`config.mk`:
```
export PLATFORM = sky130hd
export DESIGN_NAME = cgpm_clock_power
export DESIGN_NICKNAME = d
export VERILOG_FILES = /design/src/logic/cgpm_clk_mux.v /design/src/logic/cgpm_clock_power.v
export VERILOG_INCLUDE_DIRS = /design/src /design/src/include
export SDC_FILE = /design/constraint.sdc
export NUM_CORES = 1
export LEC_CHECK = 0
export BUFFER_PORTS_ARGS = -buffer_cell sky130_fd_sc_hd__buf_2
export CAP_MARGIN = 10
export CORE_MARGIN = 2
export CORE_UTILIZATION = 55
export CTS_BUF_LIST = sky130_fd_sc_hd__clkbuf_4
export DETAILED_ROUTE_END_ITERATION = 7
export PLACE_DENSITY = 0.77
export REMOVE_ABC_BUFFERS = 1
export SLEW_MARGIN = 25
export SYNTH_ARGS = -nofsm -noshare
export SYNTH_HDL_FRONTEND = slang
export SYNTH_SLANG_ARGS = --single-unit
```
`constraint.sdc`:
```
create_clock -name clk_sys -period 38.5 [get_ports clk_sys]
set_input_delay 5.775 -clock clk_sys [delete_from_list [all_inputs] [get_ports clk_sys]]
set_output_delay 5.775 -clock clk_sys [all_outputs]
set_load 0.1 [all_outputs]
```
`src/include/cgpm_consts.vh`:
```
/*
  constants of the clock generation and power mode block: timing, states, resets.
  assumes clk_sys at 100 MHz; included by its bare name.
*/
`ifndef CGPM_CONSTS_VH
`define CGPM_CONSTS_VH

// clock period and oscillator watchdog timeout
`define CGPM_CLK_PERIOD_NS  10
`define CGPM_OWD_TIMEOUT_NS 2000
`define CGPM_OWD_CYC        ((`CGPM_OWD_TIMEOUT_NS) / (`CGPM_CLK_PERIOD_NS))

// free-running pll half period in clk_sys cycles
`define CGPM_PLL_BASE_HALF  16'h0004

// power mode states, one-hot
`define CGPM_ST_RUN   4'h1
`define CGPM_ST_IDLE  4'h2
`define CGPM_ST_SLEEP 4'h4
`define CGPM_ST_PDOWN 4'h8

// pin vector layout and reset levels of the pin synchronisers
`define CGPM_PIN_XTAL  0
`define CGPM_PIN_EA    1
`define CGPM_PIN_RD    2
`define CGPM_PIN_NMI   3
`define CGPM_PIN_EIRQ  4
`define CGPM_PIN_NUM   5
`define CGPM_PIN_RST   5'h0E

// strap capture point after reset release
`define CGPM_STRAP_CNT 3'h4

`endif

```
`src/logic/cgpm_clk_mux.v`:
```
/*
  glitch-free selector between two clock levels sampled in clk_sys.
  assumes both inputs are flip-flop outputs of the clk_sys domain.
*/
`timescale 1ns/1ns
module cgpm_clk_mux (
	input  wire clk_sys,
	input  wire arst_n,
	input  wire clk_a,
	input  wire clk_b,
	input  wire sel_b,
	output wire clk_o,
	output wire sel_b_o
);
	reg cur_q;
	reg out_q;
	wire cur_lvl;

	assign cur_lvl = cur_q ? clk_b : clk_a;

	// source swaps only while output and new source are both low
	always @(posedge clk_sys or negedge arst_n) begin
		if (!arst_n) begin
			cur_q <= 1'b0;
			out_q <= 1'b0;
		end else if ((cur_q != sel_b) && !out_q && !(sel_b ? clk_b : clk_a)) begin
			cur_q <= sel_b;
			out_q <= 1'b0;
		end else begin
			out_q <= cur_lvl;
		end
	end

	assign clk_o   = out_q;
	assign sel_b_o = cur_q;
endmodule

```
`src/logic/cgpm_clock_power.v`:
```
/*
  clock generation, oscillator watchdog and power mode control.
  assumes clk_sys is fast against the crystal; clocks leave as flip-flop levels.
*/
// Overview of operation
// - cpu and system clocks come from master clock, 1:1 or 2:1, equal except in idle, where the cpu clock stops.
// - master clock is the reference, feeds can clock and goes out.
// - pll multiplies oscillator by factor or prescaler divides it; bypass otherwise.
// - in bypass the pll still runs on its own and monitors the oscillator.
// - missing oscillator edges raise watchdog interrupt and switch to pll clock.
// - emergency pll clock runs at its basic free-running frequency.
// - pll off disables the watchdog; no interrupt then.
// - ea low and read strobe low at reset end disables the watchdog.
// - power modes are entered only by dedicated instructions.
// - idle halts the cpu clock; peripheral clocks keep running.
// - sleep and power down stop all clocks; rtc may keep running.
// - an external interrupt ends sleep mode.
// - inactive logic clocks are gated; software may lower cpu clock.
// - programmable frequency output pin for external circuitry.
// - each peripheral clock is disabled or enabled by its own bit.
// - rtc makes cyclic wake-up signals that end sleep phases.
// - power down takes effect only while the nmi input is low.
`timescale 1ns/1ns
`include "cgpm_consts.vh"
module cgpm_clock_power #(
	parameter NPER = 8,
	parameter OWD_CYC = `CGPM_OWD_CYC
) (
	input  wire            clk_sys,
	input  wire            arst_n,
	input  wire            crystal_in,
	input  wire            ext_access_n,
	input  wire            rd_strobe_n,
	input  wire            nmi_n,
	input  wire            ext_irq,
	input  wire            pll_on,
	input  wire            pll_mode,
	input  wire [3:0]      pll_factor,
	input  wire [3:0]      presc_div,
	input  wire            sys_div2,
	input  wire [NPER-1:0] periph_disable_ctrl,
	input  wire            prog_freq_out_en,
	input  wire [7:0]      prog_freq_out_reload,
	input  wire [15:0]     rtc_reload,
	input  wire            rtc_keep,
	input  wire            rtc_wake_en,
	input  wire            instr_idle,
	input  wire            instr_sleep,
	input  wire            enter_deep_powerdown,
	input  wire            wake_req,
	input  wire            owd_fail_clr,
	output wire            master_clk,
	output wire            can_clk,
	output wire            cpu_clk,
	output wire            system_clk,
	output wire [NPER-1:0] periph_clk,
	output wire            prog_freq_out,
	output wire            rtc_tick,
	output wire            osc_watchdog_irq,
	output wire            osc_fail,
	output wire            osc_watchdog_on,
	output wire            emergency_clk,
	output wire [3:0]      power_mode
);
	// pin synchronisers, three flops each plus an output flop loaded only when two stages agree
	wire [`CGPM_PIN_NUM-1:0] pins;
	reg  [`CGPM_PIN_NUM-1:0] s0_q;
	reg  [`CGPM_PIN_NUM-1:0] s1_q;
	reg  [`CGPM_PIN_NUM-1:0] s2_q;
	reg  [`CGPM_PIN_NUM-1:0] pin_q;
	assign pins = {ext_irq, nmi_n, rd_strobe_n, ext_access_n, crystal_in};
	localparam [`CGPM_PIN_NUM-1:0] PIN_RST = `CGPM_PIN_RST;
	genvar gp;
	generate
		for (gp = 0; gp < `CGPM_PIN_NUM; gp = gp + 1) begin : g_pin
			always @(posedge clk_sys or negedge arst_n) begin
				if (!arst_n) begin
					s0_q[gp]  <= PIN_RST[gp];
					s1_q[gp]  <= PIN_RST[gp];
					s2_q[gp]  <= PIN_RST[gp];
					pin_q[gp] <= PIN_RST[gp];
				end else begin
					s0_q[gp] <= pins[gp];
					s1_q[gp] <= s0_q[gp];
					s2_q[gp] <= s1_q[gp];
					if (s1_q[gp] == s2_q[gp]) begin
						pin_q[gp] <= s2_q[gp];
					end
				end
			end
		end
	endgenerate
	reg [2:0] strap_cnt_q;
	reg       strap_done_q;
	reg       owd_hw_dis_q;
	always @(posedge clk_sys or negedge arst_n) begin
		if (!arst_n) begin
			strap_cnt_q  <= 3'h0;
			strap_done_q <= 1'b0;
			owd_hw_dis_q <= 1'b0;
		end else if (!strap_done_q) begin
			if (strap_cnt_q == `CGPM_STRAP_CNT) begin
				strap_done_q <= 1'b1;
				owd_hw_dis_q <= !pin_q[`CGPM_PIN_EA] && !pin_q[`CGPM_PIN_RD];
			end else begin
				strap_cnt_q <= strap_cnt_q + 3'h1;
			end
		end
	end
	reg        osc_prev_q;
	reg [15:0] since_q;
	reg [15:0] period_q;
	reg        fail_q;
	reg        owd_irq_q;
	wire       osc_rise;
	wire       owd_en;
	wire       osc_missing;
	assign osc_rise    = pin_q[`CGPM_PIN_XTAL] && !osc_prev_q;
	assign owd_en      = pll_on && !owd_hw_dis_q && strap_done_q;
	assign osc_missing = (since_q >= OWD_CYC[15:0]);
	always @(posedge clk_sys or negedge arst_n) begin
		if (!arst_n) begin
			osc_prev_q <= 1'b0;
			since_q    <= 16'h0000;
			period_q   <= 16'h0000;
			fail_q     <= 1'b0;
			owd_irq_q  <= 1'b0;
		end else begin
			osc_prev_q <= pin_q[`CGPM_PIN_XTAL];
			if (osc_rise) begin
				since_q  <= 16'h0000;
				period_q <= since_q + 16'h0001;
			end else if (since_q != 16'hFFFF) begin
				since_q <= since_q + 16'h0001;
			end
			owd_irq_q <= owd_en && osc_missing && !fail_q;
			if (owd_en && osc_missing) begin
				fail_q <= 1'b1;
			end else if (owd_fail_clr || !owd_en) begin
				fail_q <= 1'b0;
			end
		end
	end
	reg        pll_clk_q;
	reg [15:0] pll_cnt_q;
	reg [15:0] pll_half;
	wire       emerg;
	wire [15:0] pll_quot;
	assign emerg    = fail_q && owd_en;
	assign pll_quot = period_q / {11'h000, pll_factor, 1'b0};
	always @* begin
		if (emerg || pll_factor == 4'h0 || period_q == 16'h0000) begin
			pll_half = `CGPM_PLL_BASE_HALF;
		end else if (pll_quot == 16'h0000) begin
			pll_half = 16'h0001;
		end else begin
			pll_half = pll_quot;
		end
	end
	// pll keeps running in bypass to watch the oscillator
	always @(posedge clk_sys or negedge arst_n) begin
		if (!arst_n) begin
			pll_cnt_q <= 16'h0000;
			pll_clk_q <= 1'b0;
		end else if (!pll_on) begin
			pll_cnt_q <= 16'h0000;
			pll_clk_q <= 1'b0;
		end else if (pll_cnt_q >= pll_half - 16'h0001) begin
			pll_cnt_q <= 16'h0000;
			pll_clk_q <= !pll_clk_q;
		end else begin
			pll_cnt_q <= pll_cnt_q + 16'h0001;
		end
	end
	reg [3:0] pre_cnt_q;
	reg       pre_clk_q;
	wire      osc_path;
	always @(posedge clk_sys or negedge arst_n) begin
		if (!arst_n) begin
			pre_cnt_q <= 4'h0;
			pre_clk_q <= 1'b0;
		end else if (osc_rise) begin
			if (pre_cnt_q >= presc_div - 4'h1) begin
				pre_cnt_q <= 4'h0;
				pre_clk_q <= !pre_clk_q;
			end else begin
				pre_cnt_q <= pre_cnt_q + 4'h1;
			end
		end
	end
	assign osc_path = (presc_div == 4'h0) ? pin_q[`CGPM_PIN_XTAL] : pre_clk_q;
	// master clock source selection
	wire mc_lvl;
	wire mc_on_pll;
	cgpm_clk_mux u_mux (
		.clk_sys (clk_sys),
		.arst_n  (arst_n),
		.clk_a   (osc_path && !emerg),
		.clk_b   (pll_clk_q),
		.sel_b   ((pll_mode && pll_on) || emerg),
		.clk_o   (mc_lvl),
		.sel_b_o (mc_on_pll)
	);
	// power mode state machine
	reg  [3:0] state_q;
	reg  [3:0] state_d;
	wire       rtc_wake;
	wire       run_all;
	always @* begin
		state_d = state_q;
		case (state_q)
			`CGPM_ST_RUN: begin
				if (enter_deep_powerdown && !pin_q[`CGPM_PIN_NMI]) begin
					state_d = `CGPM_ST_PDOWN;
				end else if (instr_sleep) begin
					state_d = `CGPM_ST_SLEEP;
				end else if (instr_idle) begin
					state_d = `CGPM_ST_IDLE;
				end
			end
			`CGPM_ST_IDLE: begin
				if (wake_req || pin_q[`CGPM_PIN_EIRQ] || rtc_wake) begin
					state_d = `CGPM_ST_RUN;
				end
			end
			`CGPM_ST_SLEEP: begin
				if (pin_q[`CGPM_PIN_EIRQ]) begin
					state_d = `CGPM_ST_RUN;
				end else if (rtc_wake) begin
					state_d = `CGPM_ST_RUN;
				end
			end
			`CGPM_ST_PDOWN: begin
				state_d = `CGPM_ST_PDOWN;
			end
			default: begin
				state_d = `CGPM_ST_RUN;
			end
		endcase
	end
	always @(posedge clk_sys or negedge arst_n) begin
		if (!arst_n) begin
			state_q <= `CGPM_ST_RUN;
		end else begin
			state_q <= state_d;
		end
	end
	assign run_all = (state_q == `CGPM_ST_RUN) || (state_q == `CGPM_ST_IDLE);
	// rtc prescaler with cyclic wake-up
	reg [15:0] rtc_cnt_q;
	reg        rtc_tick_q;
	wire       rtc_run;
	assign rtc_run  = run_all || rtc_keep;
	assign rtc_wake = rtc_tick_q && rtc_wake_en;
	always @(posedge clk_sys or negedge arst_n) begin
		if (!arst_n) begin
			rtc_cnt_q  <= 16'h0000;
			rtc_tick_q <= 1'b0;
		end else if (!rtc_run) begin
			rtc_tick_q <= 1'b0;
		end else if (rtc_cnt_q >= rtc_reload) begin
			rtc_cnt_q  <= 16'h0000;
			rtc_tick_q <= 1'b1;
		end else begin
			rtc_cnt_q  <= rtc_cnt_q + 16'h0001;
			rtc_tick_q <= 1'b0;
		end
	end
	// derived clock and divide-by-two prescaler
	reg  mc_prev_q;
	reg  div_q;
	wire mc_rise;
	wire core_lvl;
	assign mc_rise  = mc_lvl && !mc_prev_q;
	assign core_lvl = sys_div2 ? div_q : mc_lvl;
	always @(posedge clk_sys or negedge arst_n) begin
		if (!arst_n) begin
			mc_prev_q <= 1'b0;
			div_q     <= 1'b0;
		end else begin
			mc_prev_q <= mc_lvl;
			if (mc_rise) begin
				div_q <= !div_q;
			end
		end
	end
	// clock gates; enables change only while the source is low
	reg            cpu_en_q;
	reg            sys_en_q;
	reg            mc_en_q;
	reg [NPER-1:0] per_en_q;
	reg            cpu_clk_q;
	reg            sys_clk_q;
	reg            mc_out_q;
	reg [NPER-1:0] per_clk_q;
	always @(posedge clk_sys or negedge arst_n) begin
		if (!arst_n) begin
			cpu_en_q  <= 1'b0;
			sys_en_q  <= 1'b0;
			cpu_clk_q <= 1'b0;
			sys_clk_q <= 1'b0;
		end else begin
			if (!core_lvl) begin
				cpu_en_q <= (state_q == `CGPM_ST_RUN);
				sys_en_q <= run_all;
			end
			cpu_clk_q <= core_lvl && cpu_en_q;
			sys_clk_q <= core_lvl && sys_en_q;
		end
	end
	always @(posedge clk_sys or negedge arst_n) begin
		if (!arst_n) begin
			mc_en_q  <= 1'b0;
			mc_out_q <= 1'b0;
		end else begin
			if (!mc_lvl) begin
				mc_en_q <= run_all;
			end
			mc_out_q <= mc_lvl && mc_en_q;
		end
	end
	genvar gi;
	generate
		for (gi = 0; gi < NPER; gi = gi + 1) begin : g_per
			always @(posedge clk_sys or negedge arst_n) begin
				if (!arst_n) begin
					per_en_q[gi]  <= 1'b0;
					per_clk_q[gi] <= 1'b0;
				end else begin
					if (!core_lvl) begin
						per_en_q[gi] <= run_all && !periph_disable_ctrl[gi];
					end
					per_clk_q[gi] <= core_lvl && per_en_q[gi];
				end
			end
		end
	endgenerate
	reg [7:0] prog_freq_out_cnt_q;
	reg       prog_freq_out_q;
	always @(posedge clk_sys or negedge arst_n) begin
		if (!arst_n) begin
			prog_freq_out_cnt_q <= 8'h00;
			prog_freq_out_q     <= 1'b0;
		end else if (!prog_freq_out_en || !run_all) begin
			prog_freq_out_cnt_q <= 8'h00;
			prog_freq_out_q     <= 1'b0;
		end else if (mc_rise) begin
			if (prog_freq_out_cnt_q >= prog_freq_out_reload) begin
				prog_freq_out_cnt_q <= 8'h00;
				prog_freq_out_q     <= !prog_freq_out_q;
			end else begin
				prog_freq_out_cnt_q <= prog_freq_out_cnt_q + 8'h01;
			end
		end
	end
	assign master_clk       = mc_out_q;
	assign can_clk          = mc_out_q;
	assign cpu_clk          = cpu_clk_q;
	assign system_clk       = sys_clk_q;
	assign periph_clk       = per_clk_q;
	assign prog_freq_out    = prog_freq_out_q;
	assign rtc_tick         = rtc_tick_q;
	assign osc_watchdog_irq = owd_irq_q;
	assign osc_fail         = fail_q;
	assign osc_watchdog_on  = owd_en;
	assign emergency_clk    = mc_on_pll && emerg;
	assign power_mode       = state_q;
endmodule

```
==> flow_metrics.tcl, run 1 <==
set metrics [dict create \
    routed_wl_um 26400 \
    viasPerCell 5.99 \
    cts_buffers 17 \
    hold_viol_final 0 \
    worstMarginPinSlew_ps 782 \
    overflow 0 \
    die_w_um 147 \
    hp-class "reg2reg" \
    final_antenna_net_count 0 \
    h-tree-depth 4 \
    dieArea_sq_um 21700 \
    drv_slew 0 \
    cp_common_cell "ha_1" \
    multi_input_area_sq_um 7570 \
    arrival_ps 36600 \
    syn_avg_cell_area_sq_um 8.49 \
    crit_required_ps 38930 \
    worstPathMaxFanout 17 \
    regArea_sq_um 3470 \
    fmax_ghz 0.0276 \
    cpMaxStageDelayCell "or4_4" \
    drt_iter0_markers 580 \
    hold_buffers 0 \
    grt_pass1_vias 9571 \
    ys_ff_latch 138 \
    num_vias 10100 \
    grt_pass1_wl_um 44900 \
    track_usage 0.244 \
    r2r-start "period_q[15]$_DFFE_PN0P_" \
    async_flop_share 1.00 \
    ff2ff_setup_slack_ps 7580 \
    crit_path_end_kind "flop" \
    clk_latency_ps 510 \
    criticalPathCategory "in2reg" \
    fillCellCount 1749 \
    synth.distinct_cells 92 \
    cpPeakStageDelay_ps 510 \
    start_util 0.559 \
    clock_path_buffers 2 \
    fin_crit_ps 36170 \
    ios 80 \
    max_slew_margin 0.476 \
    drc 0 \
    fin_crit_sh 0.939 \
    start_kind "primary input" \
    startpoint "pll_factor[0]" \
    fin_util 0.616 \
    netlist_instances 1334 \
    maxCapViolations 0 \
    dp_hpwl_um 20100 \
    synth_edf_count 0 \
    clk_pin_slew_ps 110 \
    drive_gt1_frac 0.156 \
    final.setup.tns_ps 0 \
    synth_area_sq_um 11300 \
    fin_area_sq_um 12500 \
    place_congestion 0.891 \
    drtPass1Iterations 6 \
    routedWlPerCell_um 15.6 \
    nNetsFinal 1574 \
    placed_area_sq_um 12000 \
    fp.dieH_um 147 \
    setup_viol 0 \
    r2r_cells 146 \
    crit_path_end "pll_cnt_q[15]$_DFF_PN0_" \
    rr_endpoint "pll_cnt_q[15]$_DFF_PN0_" \
    num_rows 52 \
    synth_flop_cell "dfrtp_1" \
    core-area_sq_um 20200 \
    antenna_cells 0 \
    antenna_found_initial 0 \
    run_status "completed" \
    grt_max_degree 78 \
    fin_worst_skew_ps 17.0 \
    ys_seq_area_frac 0.306 \
    cts_tree "built" \
    port_buffers 79 \
    area_growth_pct 10.1 \
    yosysWarnings 0 \
    cts_root_buf "clkbuf_4" \
    clock-sinks 138 \
]
==> worst min-delay path by stage <==
stage	cells past startpoint	end	start	slack, ps
global placement	0	s1_q[0]$_DFF_PN0_	s0_q[0]$_DFF_PN0_	330
detailed placement	0	s1_q[0]$_DFF_PN0_	s0_q[0]$_DFF_PN0_	340
CTS	0	s1_q[4]$_DFF_PN0_	s0_q[4]$_DFF_PN0_	360
global route	0	s1_q[2]$_DFF_PN1_	s0_q[2]$_DFF_PN1_	370
finish	0	s1_q[4]$_DFF_PN0_	s0_q[4]$_DFF_PN0_	350
floorplan	0	s1_q[0]$_DFF_PN0_	s0_q[0]$_DFF_PN0_	330
==> cell usage in the layout, fill, tap and decap left out, types with 26 or more instances in the layout <==
| cell | instances |
|---|---|
| nand3_1 | 50 |
| xor2_1 | 30 |
| nor2_1 | 121 |
| inv_1 | 56 |
| nor2b_1 | 32 |
| and3_1 | 28 |
| dfrtp_1 | 125 |
| nor3_1 | 45 |
| buf_2 | 78 |
| nand2_1 | 111 |
| xnor2_1 | 39 |
| a21o_1 | 29 |
| ha_1 | 108 |
| o21a_1 | 26 |
| nand2b_1 | 31 |
| a21oi_1 | 57 |
| o21ai_0 | 98 |
==> logic make-up after synthesis <==
family          share of synthesized area
compound gates                      0.224
xor+xnor                           0.0534
fa+ha+maj                           0.125
buf+inv                            0.0357
flops                               0.306
mux                                0.0255
other cells                      0.000331
simple gates                        0.230
==> layout make-up <==
type / instances / share of cell area
Sequential cell: 138 / 0.278
Inverter: 56 / 0.0169
Clock inverter: 9 / 0.0117
Clock buffer: 23 / 0.0138
Tap cell: 270 / 0.0271
Timing Repair Buffer: 101 / 0.0455
Multi-Input combinational cell: 1094 / 0.607
==> what timing repair did <==
| item | in CTS | in global routing |
|---|---|---|
| resized for setup | 0 | 28 |
| buffers inserted | 0 | 10 |
| endpoints found under the setup margin | 0 | 17 |
==> cells in the mapped netlist, types with 26 or more instances <==
library cell  instances  share of area
inv_1                56          0.019
ha_1                108           0.12
nor2_1              126          0.042
nand2b_1             31          0.017
o21a_1               26          0.017
nor2b_1              32          0.018
a21oi_1              62          0.027
xor2_1               30          0.023
nand3_1              50          0.022
o21ai_0              99          0.044
nand2_1             112          0.037
and3_1               28          0.015
xnor2_1              39          0.030
a21o_1               30          0.020
clkbuf_1             35          0.012
dfrtp_1             125           0.28
nor3_1               45          0.020
==> metal layers <==
metal	wire length, um	track usage
met3	1180	0.0380
met4	561	0.0726
met1	12000	0.328
met2	12600	0.411
met5	0	0
==> through the flow <==
step           setup slack, ps  hold slack (ps)  std cells
6_report                  2330              354       1691
5_1_grt                  -73.5              367       1691
4_1_cts                    643              357       1681
3_5_place_dp               183              337       1649
3_3_place_gp              1240              333       1649
2_1_floorplan             2700              331       1288
==> registers in the layout (all words and copies together), names as in the netlist, 3 cells and up <==
register and count:
period_q 16, pll_cnt_q 16, rtc_cnt_q 16, since_q 16, per_en_q 8, periph_clk 8
prog_freq_out_cnt_q 8, pin_q 5, s0_q 5, s1_q 5, s2_q 5, power_mode 4
pre_cnt_q 4, strap_cnt_q 3
==> critical path, delay by kind of cell <==
family | cells | cell delay (ps)
buf+inv | 8 | 1180
simple gates | 47 | 8770
mux | 6 | 1930
compound gates | 71 | 14040
fa+ha+maj | 17 | 4840
Power of run 1 is not shown: default switching activity piles up to over one toggle a cycle in this logic, so the estimate is an artifact.
==> run 2: changes to the inputs <==
--- a/config.mk
+++ b/config.mk
@@ -8,11 +8,12 @@
 export LEC_CHECK = 0
 export BUFFER_PORTS_ARGS = -buffer_cell sky130_fd_sc_hd__buf_2
 export CAP_MARGIN = 10
-export CORE_MARGIN = 2
+export CORE_MARGIN = 3
 export CORE_UTILIZATION = 55
 export CTS_BUF_LIST = sky130_fd_sc_hd__clkbuf_4
 export DETAILED_ROUTE_END_ITERATION = 7
 export PLACE_DENSITY = 0.77
+export RECOVER_POWER = 25
 export REMOVE_ABC_BUFFERS = 1
 export SLEW_MARGIN = 25
 export SYNTH_ARGS = -nofsm -noshare
==> flow_metrics.tcl, run 2 (synthesis gave the netlist of run 1 again) <==
set metrics [dict create \
    place_congestion 0.857 \
    pre_cts_ws_ps -26.8 \
    hold_viol_final 0 \
    drive_gt1_frac 0.153 \
    placed_cells 1644 \
    start_util 0.570 \
    hold_buffers 0 \
    fin_crit_ps 36300 \
    dp_hpwl_um 19900 \
    ios 80 \
    arrival_ps 36740 \
    drv_slew 58 \
    run_status "complete, but fails checks" \
    cp_common_cell "ha_1" \
    grt_max_degree 83 \
    fp.dieH_um 149 \
    area_growth_pct 10.3 \
    cts_buffers 17 \
    fin_worst_skew_ps 18.8 \
    critical_path.top_delay_family "compound AO/OA/AOI/OAI gates" \
    criticalPathCategory "in2reg" \
    nNetsFinal 1580 \
    failed_checks "max-capacitance violations, max-slew violations" \
    antenna_found_initial 0 \
    overflow 0 \
    cpMaxStageDelayCell "or4_4" \
    grt_pass1_vias 9317 \
    maxCapViolations 1 \
    port_buffers 79 \
    worstPathMaxFanout 17 \
    drtPass1Iterations 7 \
    max_slew_margin -1.00 \
    fin_cells 1692 \
    drt_iter0_markers 592 \
    routedWlPerCell_um 15.6 \
    fin_crit_sh 0.943 \
    cpPeakStageDelay_ps 510 \
    fmax_ghz 0.0276 \
    fin_util 0.629 \
    start_kind "primary input" \
    dieArea_sq_um 22300 \
    clock_path_buffers 2 \
    r2r_cells 147 \
    num_rows 51 \
    clk_latency_ps 520 \
    clk_pin_slew_ps 130 \
    num_vias 10100 \
    clock-sinks 138 \
    h-tree-depth 4 \
    final_antenna_net_count 0 \
    cts_tree "built" \
    grt_pass1_wl_um 43600 \
    track_usage 0.232 \
    whs_path_depth 0 \
    antenna_cells 0 \
    routed_wl_um 26400 \
    drc 0 \
    final_cell_mix "dfrtp_1, nor2_1, nand2_1" \
    path_buf_inv 10 \
    cts_root_buf "clkbuf_4" \
    fin_ws_ps 2200 \
    die_w_um 149 \
    hp-class "reg2reg" \
    setup_viol 0 \
    cp.depth 150 \
    crit_required_ps 38950 \
    final.setup.tns_ps 0 \
    worstMarginPinSlew_ps 3010 \
    core-area_sq_um 19800 \
    viasPerCell 5.96 \
    crit_path_end_kind "flop" \
    layout_commonest_cell "dfrtp_1" \
]
==> run 2: what timing repair did <==
action	CTS	global route
setup buffers	0	16
setup endpoints to repair	0	17
resized for setup	0	33
==> run 2: worst paths after layout <==
kind / from / to / slack (ps)
setup / recovery: pll_factor[0] / pll_cnt_q[5]$_DFF_PN0_ / 2200
setup reg to reg: period_q[15]$_DFFE_PN0P_ / pll_cnt_q[5]$_DFF_PN0_ / 7390
max in group asynchronous: arst_n / pre_cnt_q[1]$_DFFE_PN0P_ / 30420
hold reg to reg: s0_q[0]$_DFF_PN0_ / s1_q[0]$_DFF_PN0_ / 360
min in group asynchronous: arst_n / prog_freq_out_cnt_q[4]$_DFFE_PN0P_ / 6210
hold / removal: s0_q[0]$_DFF_PN0_ / s1_q[0]$_DFF_PN0_ / 360
==> run 2: worst register-to-register path, delay by kind of cell (launching register included) <==
kind	cells	cell delay [ps]
adders and majority gates	17	4970
muxes	9	2760
DFF	1	440
buffers and inverters	7	1060
and+or+nand+nor	50	9350
AOI/OAI and AO/OA	64	12420
==> run 2: through the flow <==
stage / cell area (sq um) / hold WS (ps)
global route: 12500 / 372
global placement: 12000 / 333
finish: 12500 / 365
CTS: 12200 / 363
floorplan: 11100 / 331
detailed placement: 12000 / 337
==> run 2: layout make-up <==
cell class	instances	area [sq um]
Clock buffer	17	128
Clock inverter	15	153
Fill cell	1716	7360
Inverter	56	210
Multi-Input combinational cell	1094	7600
Sequential cell	138	3470
Tap cell	265	332
Timing Repair Buffer	107	601
==> run 2: per-layer routing <==
metal / global-route usage / vias to the layer above / share of wire
met5: 0 / - / 0
met4: 0.0563 / 0 / 0.018
met3: 0.0439 / 43 / 0.048
met2: 0.385 / 264 / 0.48
met1: 0.315 / 4775 / 0.46
li1: - / 5006 / -
Power of run 2 is left out for the same reason.
